**src/verilog/misc_regs_pkg.sv**
```systemverilog
// constants shared by the host system register bank
// assumes a 16-bit host bus with byte address bits 7:1 and a 100 MHz system clock
package misc_regs_pkg;

   // register byte offsets
   localparam logic [7:0] OFF_TIMER_COUNT = 8'h90;
   localparam logic [7:0] OFF_WORD_ORDER = 8'h98;
   localparam logic [7:0] OFF_CYCLE_COUNT = 8'h9c;
   localparam logic [7:0] OFF_DROPPED = 8'ha0;
   localparam logic [7:0] OFF_LINK_CMD = 8'ha4;
   localparam logic [7:0] OFF_LINK_VALUE = 8'ha8;

   // reset values
   localparam logic [15:0] RST_TIMER_COUNT = 16'hffff;
   localparam logic [31:0] RST_WORD_ORDER = 32'h00000000;
   localparam logic [31:0] RST_CYCLE_COUNT = 32'h00000000;
   localparam logic [31:0] RST_DROPPED = 32'h00000000;
   localparam logic [7:0] RST_LINK_INDEX = 8'h00;
   localparam logic [31:0] RST_LINK_VALUE = 32'h00000000;

   // word order pattern that inverts the half mapping
   localparam logic [31:0] SWAP_PATTERN = 32'hffffffff;

   // command register fields
   localparam int CMD_BUSY_BIT = 31;
   localparam int CMD_DIR_BIT = 30;
   localparam int CMD_INDEX_W = 8;
   // same fields seen in the upper host half-word
   localparam int CMD_HI_BUSY_BIT = CMD_BUSY_BIT - 16;
   localparam int CMD_HI_DIR_BIT = CMD_DIR_BIT - 16;

   // dropped frame counter midpoint bit
   localparam int DROP_HALF_BIT = 31;

   // timing
   localparam int SYS_CLK_MHZ = 100;
   localparam int CYCLE_CLK_MHZ = 25;
   localparam logic [1:0] CYCLE_DIV_LAST = 2'(SYS_CLK_MHZ / CYCLE_CLK_MHZ - 1);

   // indirect access handshake states, gray coded except the two-bit step from LINK_RELEASE back to LINK_IDLE
   typedef enum logic [1:0] {
      LINK_IDLE = 2'b00,
      LINK_REQ = 2'b01,
      LINK_RELEASE = 2'b11
   } link_state_e;

endpackage

```
**src/verilog/host_misc_system_registers.sv**
```systemverilog
// host visible system registers: timer count view, word order control,
// 25 MHz cycle counter, dropped frame tally and indirect link layer access.
// assumes an asynchronous 16-bit host bus whose address and data are stable
// around the strobes, and a link layer register port using a four-phase
// req/ack handshake with read data held stable while ack is high.
//
// Summary of operation
// - timer count reads low half, resets ffff
// - transmit low half-word goes out first
// - first received half-word lands in low half
// - normal mapping: address bit one selects upper
// - all-ones word order inverts half mapping
// - 32-bit counter from zero at 25 MHz
// - counter wraps to zero and keeps going
// - first half read snapshots whole count
// - counter clears promptly after reset
// - counter never gated by power state
// - dropped counter increments per dropped frame
// - first half read returns then clears tally
// - event when tally crosses its midpoint
// - writing busy launches indirect access
// - busy stays set until access completes
// - read data present before busy clears
// - bit 30 picks read or write
// - bits 7:0 name the target register
// - data register carries write or read value
// - timer runs while enabled, halts otherwise
`timescale 1ns/10ps

module host_misc_system_registers (
   // clock and reset
   input wire logic sys_clk,
   input wire logic rst,
   // host bus
   input wire logic host_cs_n,
   input wire logic host_rd_n,
   input wire logic host_wr_n,
   input wire logic [7:1] host_addr,
   input wire logic [15:0] host_wdata,
   output logic [15:0] host_rdata,
   // general purpose timer control
   input wire logic timer_enable,
   input wire logic [15:0] timer_preload_value,
   // receiver
   input wire logic rx_frame_dropped,
   output logic drop_half_event,
   // link layer register port
   output logic link_req,
   output logic access_direction,
   output logic [misc_regs_pkg::CMD_INDEX_W-1:0] link_index,
   output logic [31:0] link_wdata,
   input wire logic link_ack,
   input wire logic [31:0] link_rdata
);
   import misc_regs_pkg::*;

   localparam int SYNC_W = 27;

   function automatic logic reg_hit(input logic [6:0] a, input logic [7:0] off);
      reg_hit = (a[6:1] == off[7:2]);
   endfunction

   // two-stage synchroniser for host pins and the link ack
   logic [SYNC_W-1:0] sync1_reg;
   logic [SYNC_W-1:0] sync2_reg;
   logic rd_prev_reg;
   logic wr_prev_reg;

   always_ff @(posedge sys_clk or posedge rst) begin
      if (rst) begin
         sync1_reg <= {3'h7, 24'h000000};
         sync2_reg <= {3'h7, 24'h000000};
      end else begin
         sync1_reg <= {host_cs_n, host_rd_n, host_wr_n, host_addr, host_wdata, link_ack};
         sync2_reg <= sync1_reg;
      end
   end

   wire cs_s = ~sync2_reg[26];
   wire rd_s = cs_s & ~sync2_reg[25];
   wire wr_s = cs_s & ~sync2_reg[24];
   wire [6:0] addr_s = sync2_reg[23:17];
   wire [15:0] wdata_s = sync2_reg[16:1];
   wire ack_s = sync2_reg[0];

   always_ff @(posedge sys_clk or posedge rst) begin
      if (rst) begin
         rd_prev_reg <= 1'b0;
         wr_prev_reg <= 1'b0;
      end else begin
         rd_prev_reg <= rd_s;
         wr_prev_reg <= wr_s;
      end
   end

   wire rd_go = rd_s & ~rd_prev_reg;
   wire wr_go = wr_s & ~wr_prev_reg;

   // register storage
   logic [15:0] timer_count_reg;
   logic timer_en_prev_reg;
   logic [31:0] swap_reg;
   logic [1:0] prescale_reg;
   logic [31:0] cycle_count_reg;
   logic [31:0] cycle_snap_reg;
   logic cycle_held_reg;
   logic [31:0] drop_count_reg;
   logic [31:0] drop_snap_reg;
   logic drop_held_reg;
   logic busy_reg;
   logic dir_reg;
   logic [CMD_INDEX_W-1:0] index_reg;
   logic [31:0] value_reg;
   link_state_e state_reg;

   // address decode and half selection
   wire swap_on = (swap_reg == SWAP_PATTERN);
   wire upper_sel = addr_s[0] ^ swap_on;
   wire hit_timer = reg_hit(addr_s, OFF_TIMER_COUNT);
   wire hit_swap = reg_hit(addr_s, OFF_WORD_ORDER);
   wire hit_cycle = reg_hit(addr_s, OFF_CYCLE_COUNT);
   wire hit_drop = reg_hit(addr_s, OFF_DROPPED);
   wire hit_cmd = reg_hit(addr_s, OFF_LINK_CMD);
   wire hit_value = reg_hit(addr_s, OFF_LINK_VALUE);
   wire wr_lo = wr_go & ~upper_sel;
   wire wr_hi = wr_go & upper_sel;

   // transmit and receive word halves: the low half travels first on the link,
   // so the host view of halves is the only thing word order changes
   wire [31:0] cycle_word = cycle_held_reg ? cycle_snap_reg : cycle_count_reg;
   wire [31:0] drop_word = drop_held_reg ? drop_snap_reg : drop_count_reg;
   wire [31:0] cmd_word = {busy_reg, dir_reg, 22'h000000, index_reg};
   wire [31:0] read_word = hit_timer ? {16'h0000, timer_count_reg} :
      hit_swap ? swap_reg :
      hit_cycle ? cycle_word :
      hit_drop ? drop_word :
      hit_cmd ? cmd_word :
      hit_value ? value_reg :
      32'h00000000;
   wire [15:0] read_half = upper_sel ? read_word[31:16] : read_word[15:0];

   always_ff @(posedge sys_clk or posedge rst) begin
      if (rst) begin
         host_rdata <= 16'h0000;
      end else if (rd_go) begin
         host_rdata <= read_half;
      end
   end

   // general purpose timer
   always_ff @(posedge sys_clk or posedge rst) begin
      if (rst) begin
         timer_count_reg <= RST_TIMER_COUNT;
         timer_en_prev_reg <= 1'b0;
      end else begin
         timer_en_prev_reg <= timer_enable;
         if (timer_enable && !timer_en_prev_reg) begin
            timer_count_reg <= timer_preload_value;
         end else if (timer_enable) begin
            timer_count_reg <= timer_count_reg - 16'h0001;
         end
      end
   end

   // word order control
   always_ff @(posedge sys_clk or posedge rst) begin
      if (rst) begin
         swap_reg <= RST_WORD_ORDER;
      end else if (hit_swap) begin
         if (wr_lo) begin
            swap_reg[15:0] <= wdata_s;
         end
         if (wr_hi) begin
            swap_reg[31:16] <= wdata_s;
         end
      end
   end

   // 25 MHz cycle counter: reset clears it at once, no power state input gates it
   wire cycle_tick = (prescale_reg == CYCLE_DIV_LAST);

   always_ff @(posedge sys_clk or posedge rst) begin
      if (rst) begin
         prescale_reg <= 2'h0;
         cycle_count_reg <= RST_CYCLE_COUNT;
      end else begin
         prescale_reg <= cycle_tick ? 2'h0 : prescale_reg + 2'h1;
         if (cycle_tick) begin
            cycle_count_reg <= cycle_count_reg + 32'h00000001;
         end
      end
   end

   // first half read latches the full count, second half read releases it
   always_ff @(posedge sys_clk or posedge rst) begin
      if (rst) begin
         cycle_snap_reg <= RST_CYCLE_COUNT;
         cycle_held_reg <= 1'b0;
      end else if (rd_go && hit_cycle) begin
         if (!cycle_held_reg) begin
            cycle_snap_reg <= cycle_count_reg;
         end
         cycle_held_reg <= ~cycle_held_reg;
      end
   end

   // dropped frame tally; a drop in the clearing cycle is kept
   wire drop_clear = rd_go & hit_drop & ~drop_held_reg;
   wire [31:0] drop_base = drop_clear ? RST_DROPPED : drop_count_reg;
   wire [31:0] drop_next = rx_frame_dropped ? drop_base + 32'h00000001 : drop_base;
   wire drop_cross = ~drop_count_reg[DROP_HALF_BIT] & drop_next[DROP_HALF_BIT] & ~drop_clear;

   always_ff @(posedge sys_clk or posedge rst) begin
      if (rst) begin
         drop_count_reg <= RST_DROPPED;
         drop_snap_reg <= RST_DROPPED;
         drop_held_reg <= 1'b0;
         drop_half_event <= 1'b0;
      end else begin
         drop_count_reg <= drop_next;
         drop_half_event <= drop_cross;
         if (rd_go && hit_drop) begin
            if (!drop_held_reg) begin
               drop_snap_reg <= drop_count_reg;
            end
            drop_held_reg <= ~drop_held_reg;
         end
      end
   end

   // indirect link layer access
   wire cmd_start = wr_hi & hit_cmd & ~busy_reg & wdata_s[CMD_HI_BUSY_BIT];
   wire host_may_write = ~busy_reg;

   always_ff @(posedge sys_clk or posedge rst) begin
      if (rst) begin
         dir_reg <= 1'b0;
         index_reg <= RST_LINK_INDEX;
      end else if (hit_cmd && host_may_write) begin
         if (wr_lo) begin
            index_reg <= wdata_s[CMD_INDEX_W-1:0];
         end
         if (wr_hi) begin
            dir_reg <= wdata_s[CMD_HI_DIR_BIT];
         end
      end
   end

   always_ff @(posedge sys_clk or posedge rst) begin
      if (rst) begin
         value_reg <= RST_LINK_VALUE;
      end else if (state_reg == LINK_REQ && ack_s && access_direction) begin
         value_reg <= link_rdata;
      end else if (hit_value && host_may_write) begin
         if (wr_lo) begin
            value_reg[15:0] <= wdata_s;
         end
         if (wr_hi) begin
            value_reg[31:16] <= wdata_s;
         end
      end
   end

   // four-phase handshake: req until ack seen, then wait for ack to drop
   always_ff @(posedge sys_clk or posedge rst) begin
      if (rst) begin
         state_reg <= LINK_IDLE;
         busy_reg <= 1'b0;
         link_req <= 1'b0;
         access_direction <= 1'b0;
         link_index <= RST_LINK_INDEX;
         link_wdata <= RST_LINK_VALUE;
      end else begin
         case (state_reg)
            LINK_IDLE: begin
               if (cmd_start) begin
                  busy_reg <= 1'b1;
                  link_req <= 1'b1;
                  access_direction <= wdata_s[CMD_HI_DIR_BIT];
                  link_index <= index_reg;
                  link_wdata <= value_reg;
                  state_reg <= LINK_REQ;
               end
            end
            LINK_REQ: begin
               if (ack_s) begin
                  link_req <= 1'b0;
                  state_reg <= LINK_RELEASE;
               end
            end
            LINK_RELEASE: begin
               if (!ack_s) begin
                  busy_reg <= 1'b0;
                  state_reg <= LINK_IDLE;
               end
            end
            default: begin
               busy_reg <= 1'b0;
               link_req <= 1'b0;
               state_reg <= LINK_IDLE;
            end
         endcase
      end
   end

endmodule

```
**config.mk**
```make
export PLATFORM = sky130hd
export DESIGN_NAME = host_misc_system_registers
export DESIGN_NICKNAME = d
export VERILOG_FILES = /design/src/verilog/misc_regs_pkg.sv /design/src/verilog/host_misc_system_registers.sv
export SDC_FILE = /design/constraint.sdc
export NUM_CORES = 1
export LEC_CHECK = 0
export BUFFER_PORTS_ARGS = -buffer_cell sky130_fd_sc_hd__buf_2
export CORE_ASPECT_RATIO = 1.1
export CORE_UTILIZATION = 52
export DETAILED_ROUTE_END_ITERATION = 16
export PLACE_DENSITY = 0.76
export SYNTH_ARGS = -nofsm -noshare
export SYNTH_HDL_FRONTEND = slang
export SYNTH_SLANG_ARGS = --single-unit
```
**constraint.sdc**
```tcl
create_clock -name sys_clk -period 13 [get_ports sys_clk]
set_clock_uncertainty 0.05 [all_clocks]
set_input_delay 2.6 -clock sys_clk [delete_from_list [all_inputs] [get_ports sys_clk]]
set_output_delay 2.6 -clock sys_clk [all_outputs]
set_load 0.05 [all_outputs]
```
==> results.toml <==
[clocking]
cts_setup_buffers = 0
cts_tree = "yes"
cts_hold_buf = 0
clk_pin_slew_ns = 0.06
clock_tree.buffer_depth = 3
root_buffer = "clkbuf_16"
cts.sinks = 340
cts_max_level = 2
cts-resized-gates = 0
cts-buffers-inserted = 35
clock_latency_ns = 0.52

[drt]
via_per_inst = 6.24
dr.pass1.iters = 6
route.vias.total = 12100
ant_nets = 0
drc = 0
drt_iter0_drc = 1213
wl_per_cell_um = 22.3
drt_wl_total_um = 43200

[yosys]
syn_inst = 1428
ys_ff_latch = 340
synth-seq-area-share = 0.548
yosysMostFrequentCell = "dfrtp_1"
synth-edff-count = 0
synth_warnings = 0
synth.area.top_cells = "dfrtp_1 (51%), mux2_2 (7.6%), nand2_1 (3.9%), dfstp_2 (3.7%), mux2_1 (2.7%)"
synthArstFlopShare = 1.00
syn-num-nets = 1511
yosys-top-cells-count = "dfrtp_1 (318), nand2_1 (162), mux2_2 (105)"
synth.avg_cell_area_um2 = 10.9
synth_top_area_frac = 0.511
synth_ff_type = "dfrtp_1"
synthesis.area_mm2 = 0.0156
ys_types = 69
yosys.area.top_type = "dfrtp_1"

[placed_design]
place.port_buffers = 137
dp_slack_ns = 8.25
globalplace.congestion = 0.943
dpl.hpwl_um = 30300

[setup_path]
path_class = "in -> reg"
startpoint = "rx_frame_dropped"
max_stage_delay_ns = 0.79
cp.depth = 6
worstPathArrival_ns = 4.65
end_kind = "register"
startpoint_type = "input port"
reg2reg_depth = 10
cp_common_cell = "or4_1"
worst-path-buf-inv = 1
path_delay_family = "simple AND/OR/NAND/NOR gates"
r2r_slack_ns = 8.98
critical_path.max_fanout = 15
r2r-end = "drop_count_reg[24]"
crit_chain = "buf_2 -> and3_1 -> nand3_1 -> or4_1 -> or4_1 -> a21oi_1"
worstReg2RegStart = "sync2_reg[19]"
required_ns = 13.38
slowest_stage = "or4_1"

[global_route]
grt_pass1_vias = 11700
grt_pass1_wl_um = 67700
grt_max_degree = 115
antenna_found_initial = 0
grt_usage = 0.287
grt_remaining_overflow = 0

[floorplan]
core_area_mm2 = 0.0295
ios = 138
start_util = 0.528
die_x_um = 167
num_rows = 66
dieArea_mm2 = 0.0307
die_y_um = 184

[hold_path]
holdPathEnd = "sync2_reg[11]"
whs_path_depth = 0
min_from = "sync1_reg[11]"
min_path_type = "reg -> reg"

[power_and_ir_drop]
ir_worst_vdd_mv = 0.108
power.density_mw_per_mm2 = 135
power.leakage_nw = 8.19

[sta]
final.period_utilization = 0.328
fin_setup_tns_ns = 0
slew_headroom = 0.144
fin_crit_ns = 4.27
final_hold_viol_count = 0
timing.final.ws_setup_ns = 8.73
grt_setup_unrepaired = "false"
max_freq_mhz = 234
slew_violations = 0
worst_pin_slew_ns = 1.28
setup_viol = 0

[cells_and_area]
drive_above_1_share = 0.227
areaGrowthSynthToFinish_pct = 13.6
n_fill_cell = 2363
antennaDiodeCount = 0
fin_nets = 1619

[status]
outcome = "finished clean"

[job]
drv_cap = 0
[through the flow]
| stage | power, W | instance area (µm²) | hold WS [ns] | instances | utilization |
|---|---|---|---|---|---|
| after floorplan | 0.00133 | 15600 | 0.281 | 1428 | - |
| after global placement | 0.00141 | 16600 | 0.282 | 1873 | 0.563 |
| after detailed placement | 0.00141 | 16600 | 0.285 | 1873 | 0.563 |
| after global routing | 0.00246 | 17700 | 0.300 | 1936 | 0.600 |
| after CTS | 0.00239 | 17700 | 0.295 | 1936 | 0.600 |
| final | 0.00239 | 17700 | 0.295 | 1936 | 0.600 |
[routing by layer]
layer  track usage  share of wire  vias to the layer above
met3        0.0435          0.080                      114
li1              -              -                     5431
met1         0.398           0.42                     5946
met2         0.445           0.46                      581
met5             0              0                        -
met4         0.135          0.046                        0
[cell families (layout without fill, tap and decap cells)]
family	Yosys count	in the layout	share of synthesized area
adder cells (fa/ha/maj)	4	4	0.00321
AND/OR/NAND/NOR	471	471	0.147
AO/OA/AOI/OAI	279	279	0.119
multiplexers	181	181	0.128
flip-flops	340	340	0.548
XOR/XNOR	48	48	0.0270
buffers and inverters	105	239	0.0280
[where the power goes]
| part | switching (W) | internal, W | leakage, nW | total [W] |
|---|---|---|---|---|
| Clock | 0.000417 | 0.000571 | 0.551 | 0.000988 |
| Sequential | 0.0000754 | 0.00112 | 4.43 | 0.00119 |
| Combinational | 0.000125 | 0.0000814 | 3.20 | 0.000207 |
[how the worst max path moves through the flow]
stage                                    end  slack (ns)
after global routing      drop_count_reg[30]        8.60
after floorplan             access_direction        0.96
after CTS                 drop_count_reg[24]        8.76
after detailed placement  drop_count_reg[24]        8.25
after global placement    drop_count_reg[24]        8.28
final                     drop_count_reg[24]        8.73
[cell usage in the layout (no fill, tap or decap), types with 7 or more instances in the layout]
master / Yosys / layout
a2bb2oi_1: 7 / 7
or3_1: 21 / 21
mux2_1: 37 / 37
nor3_1: 29 / 27
a2111oi_0: 7 / 7
and3_1: 12 / 12
a32oi_1: 11 / 11
o21ai_0: 64 / 64
dfstp_2: 22 / 22
o22ai_1: 18 / 18
mux2i_1: 39 / 39
xnor2_1: 34 / 34
nor2_1: 83 / 83
clkbuf_1: 72 / 12
buf_4: 3 / 26
a211o_1: 7 / 7
a31oi_1: 32 / 32
dfrtp_1: 318 / 318
clkinv_2: 0 / 7
o211ai_1: 13 / 13
clkbuf_16: 0 / 36
mux2_2: 105 / 105
and4_1: 10 / 10
a21oi_1: 57 / 57
nor4_1: 10 / 10
nand2_1: 162 / 162
inv_1: 13 / 12
nand4_1: 33 / 33
nand2b_1: 8 / 8
buf_2: 6 / 137
xor2_1: 14 / 14
nand3_1: 74 / 74
[worst reg2reg max path: stages, from the launching register on]
cell	delay (ns)
dfrtp_1	0.82
nor2_1	0.15
nand2_1	0.32
or3_1	0.30
and2_1	0.20
ha_1	0.17
and3_1	0.18
nand3_1	0.22
or4_1	0.79
or4_1	0.57
a21oi_1	0.15
[final cells by class]
cell class	instances	area, µm²	area share
timing repair buffer	163	881	0.0498
sequential	340	8540	0.482
clock buffer	51	987	0.0558
clock inverter	12	129	0.00728
multi-input combinational	983	6640	0.375
tap	374	468	0.0264
inverter	13	56.3	0.00318
No activity file was read; power rests on OpenSTA's default activity.
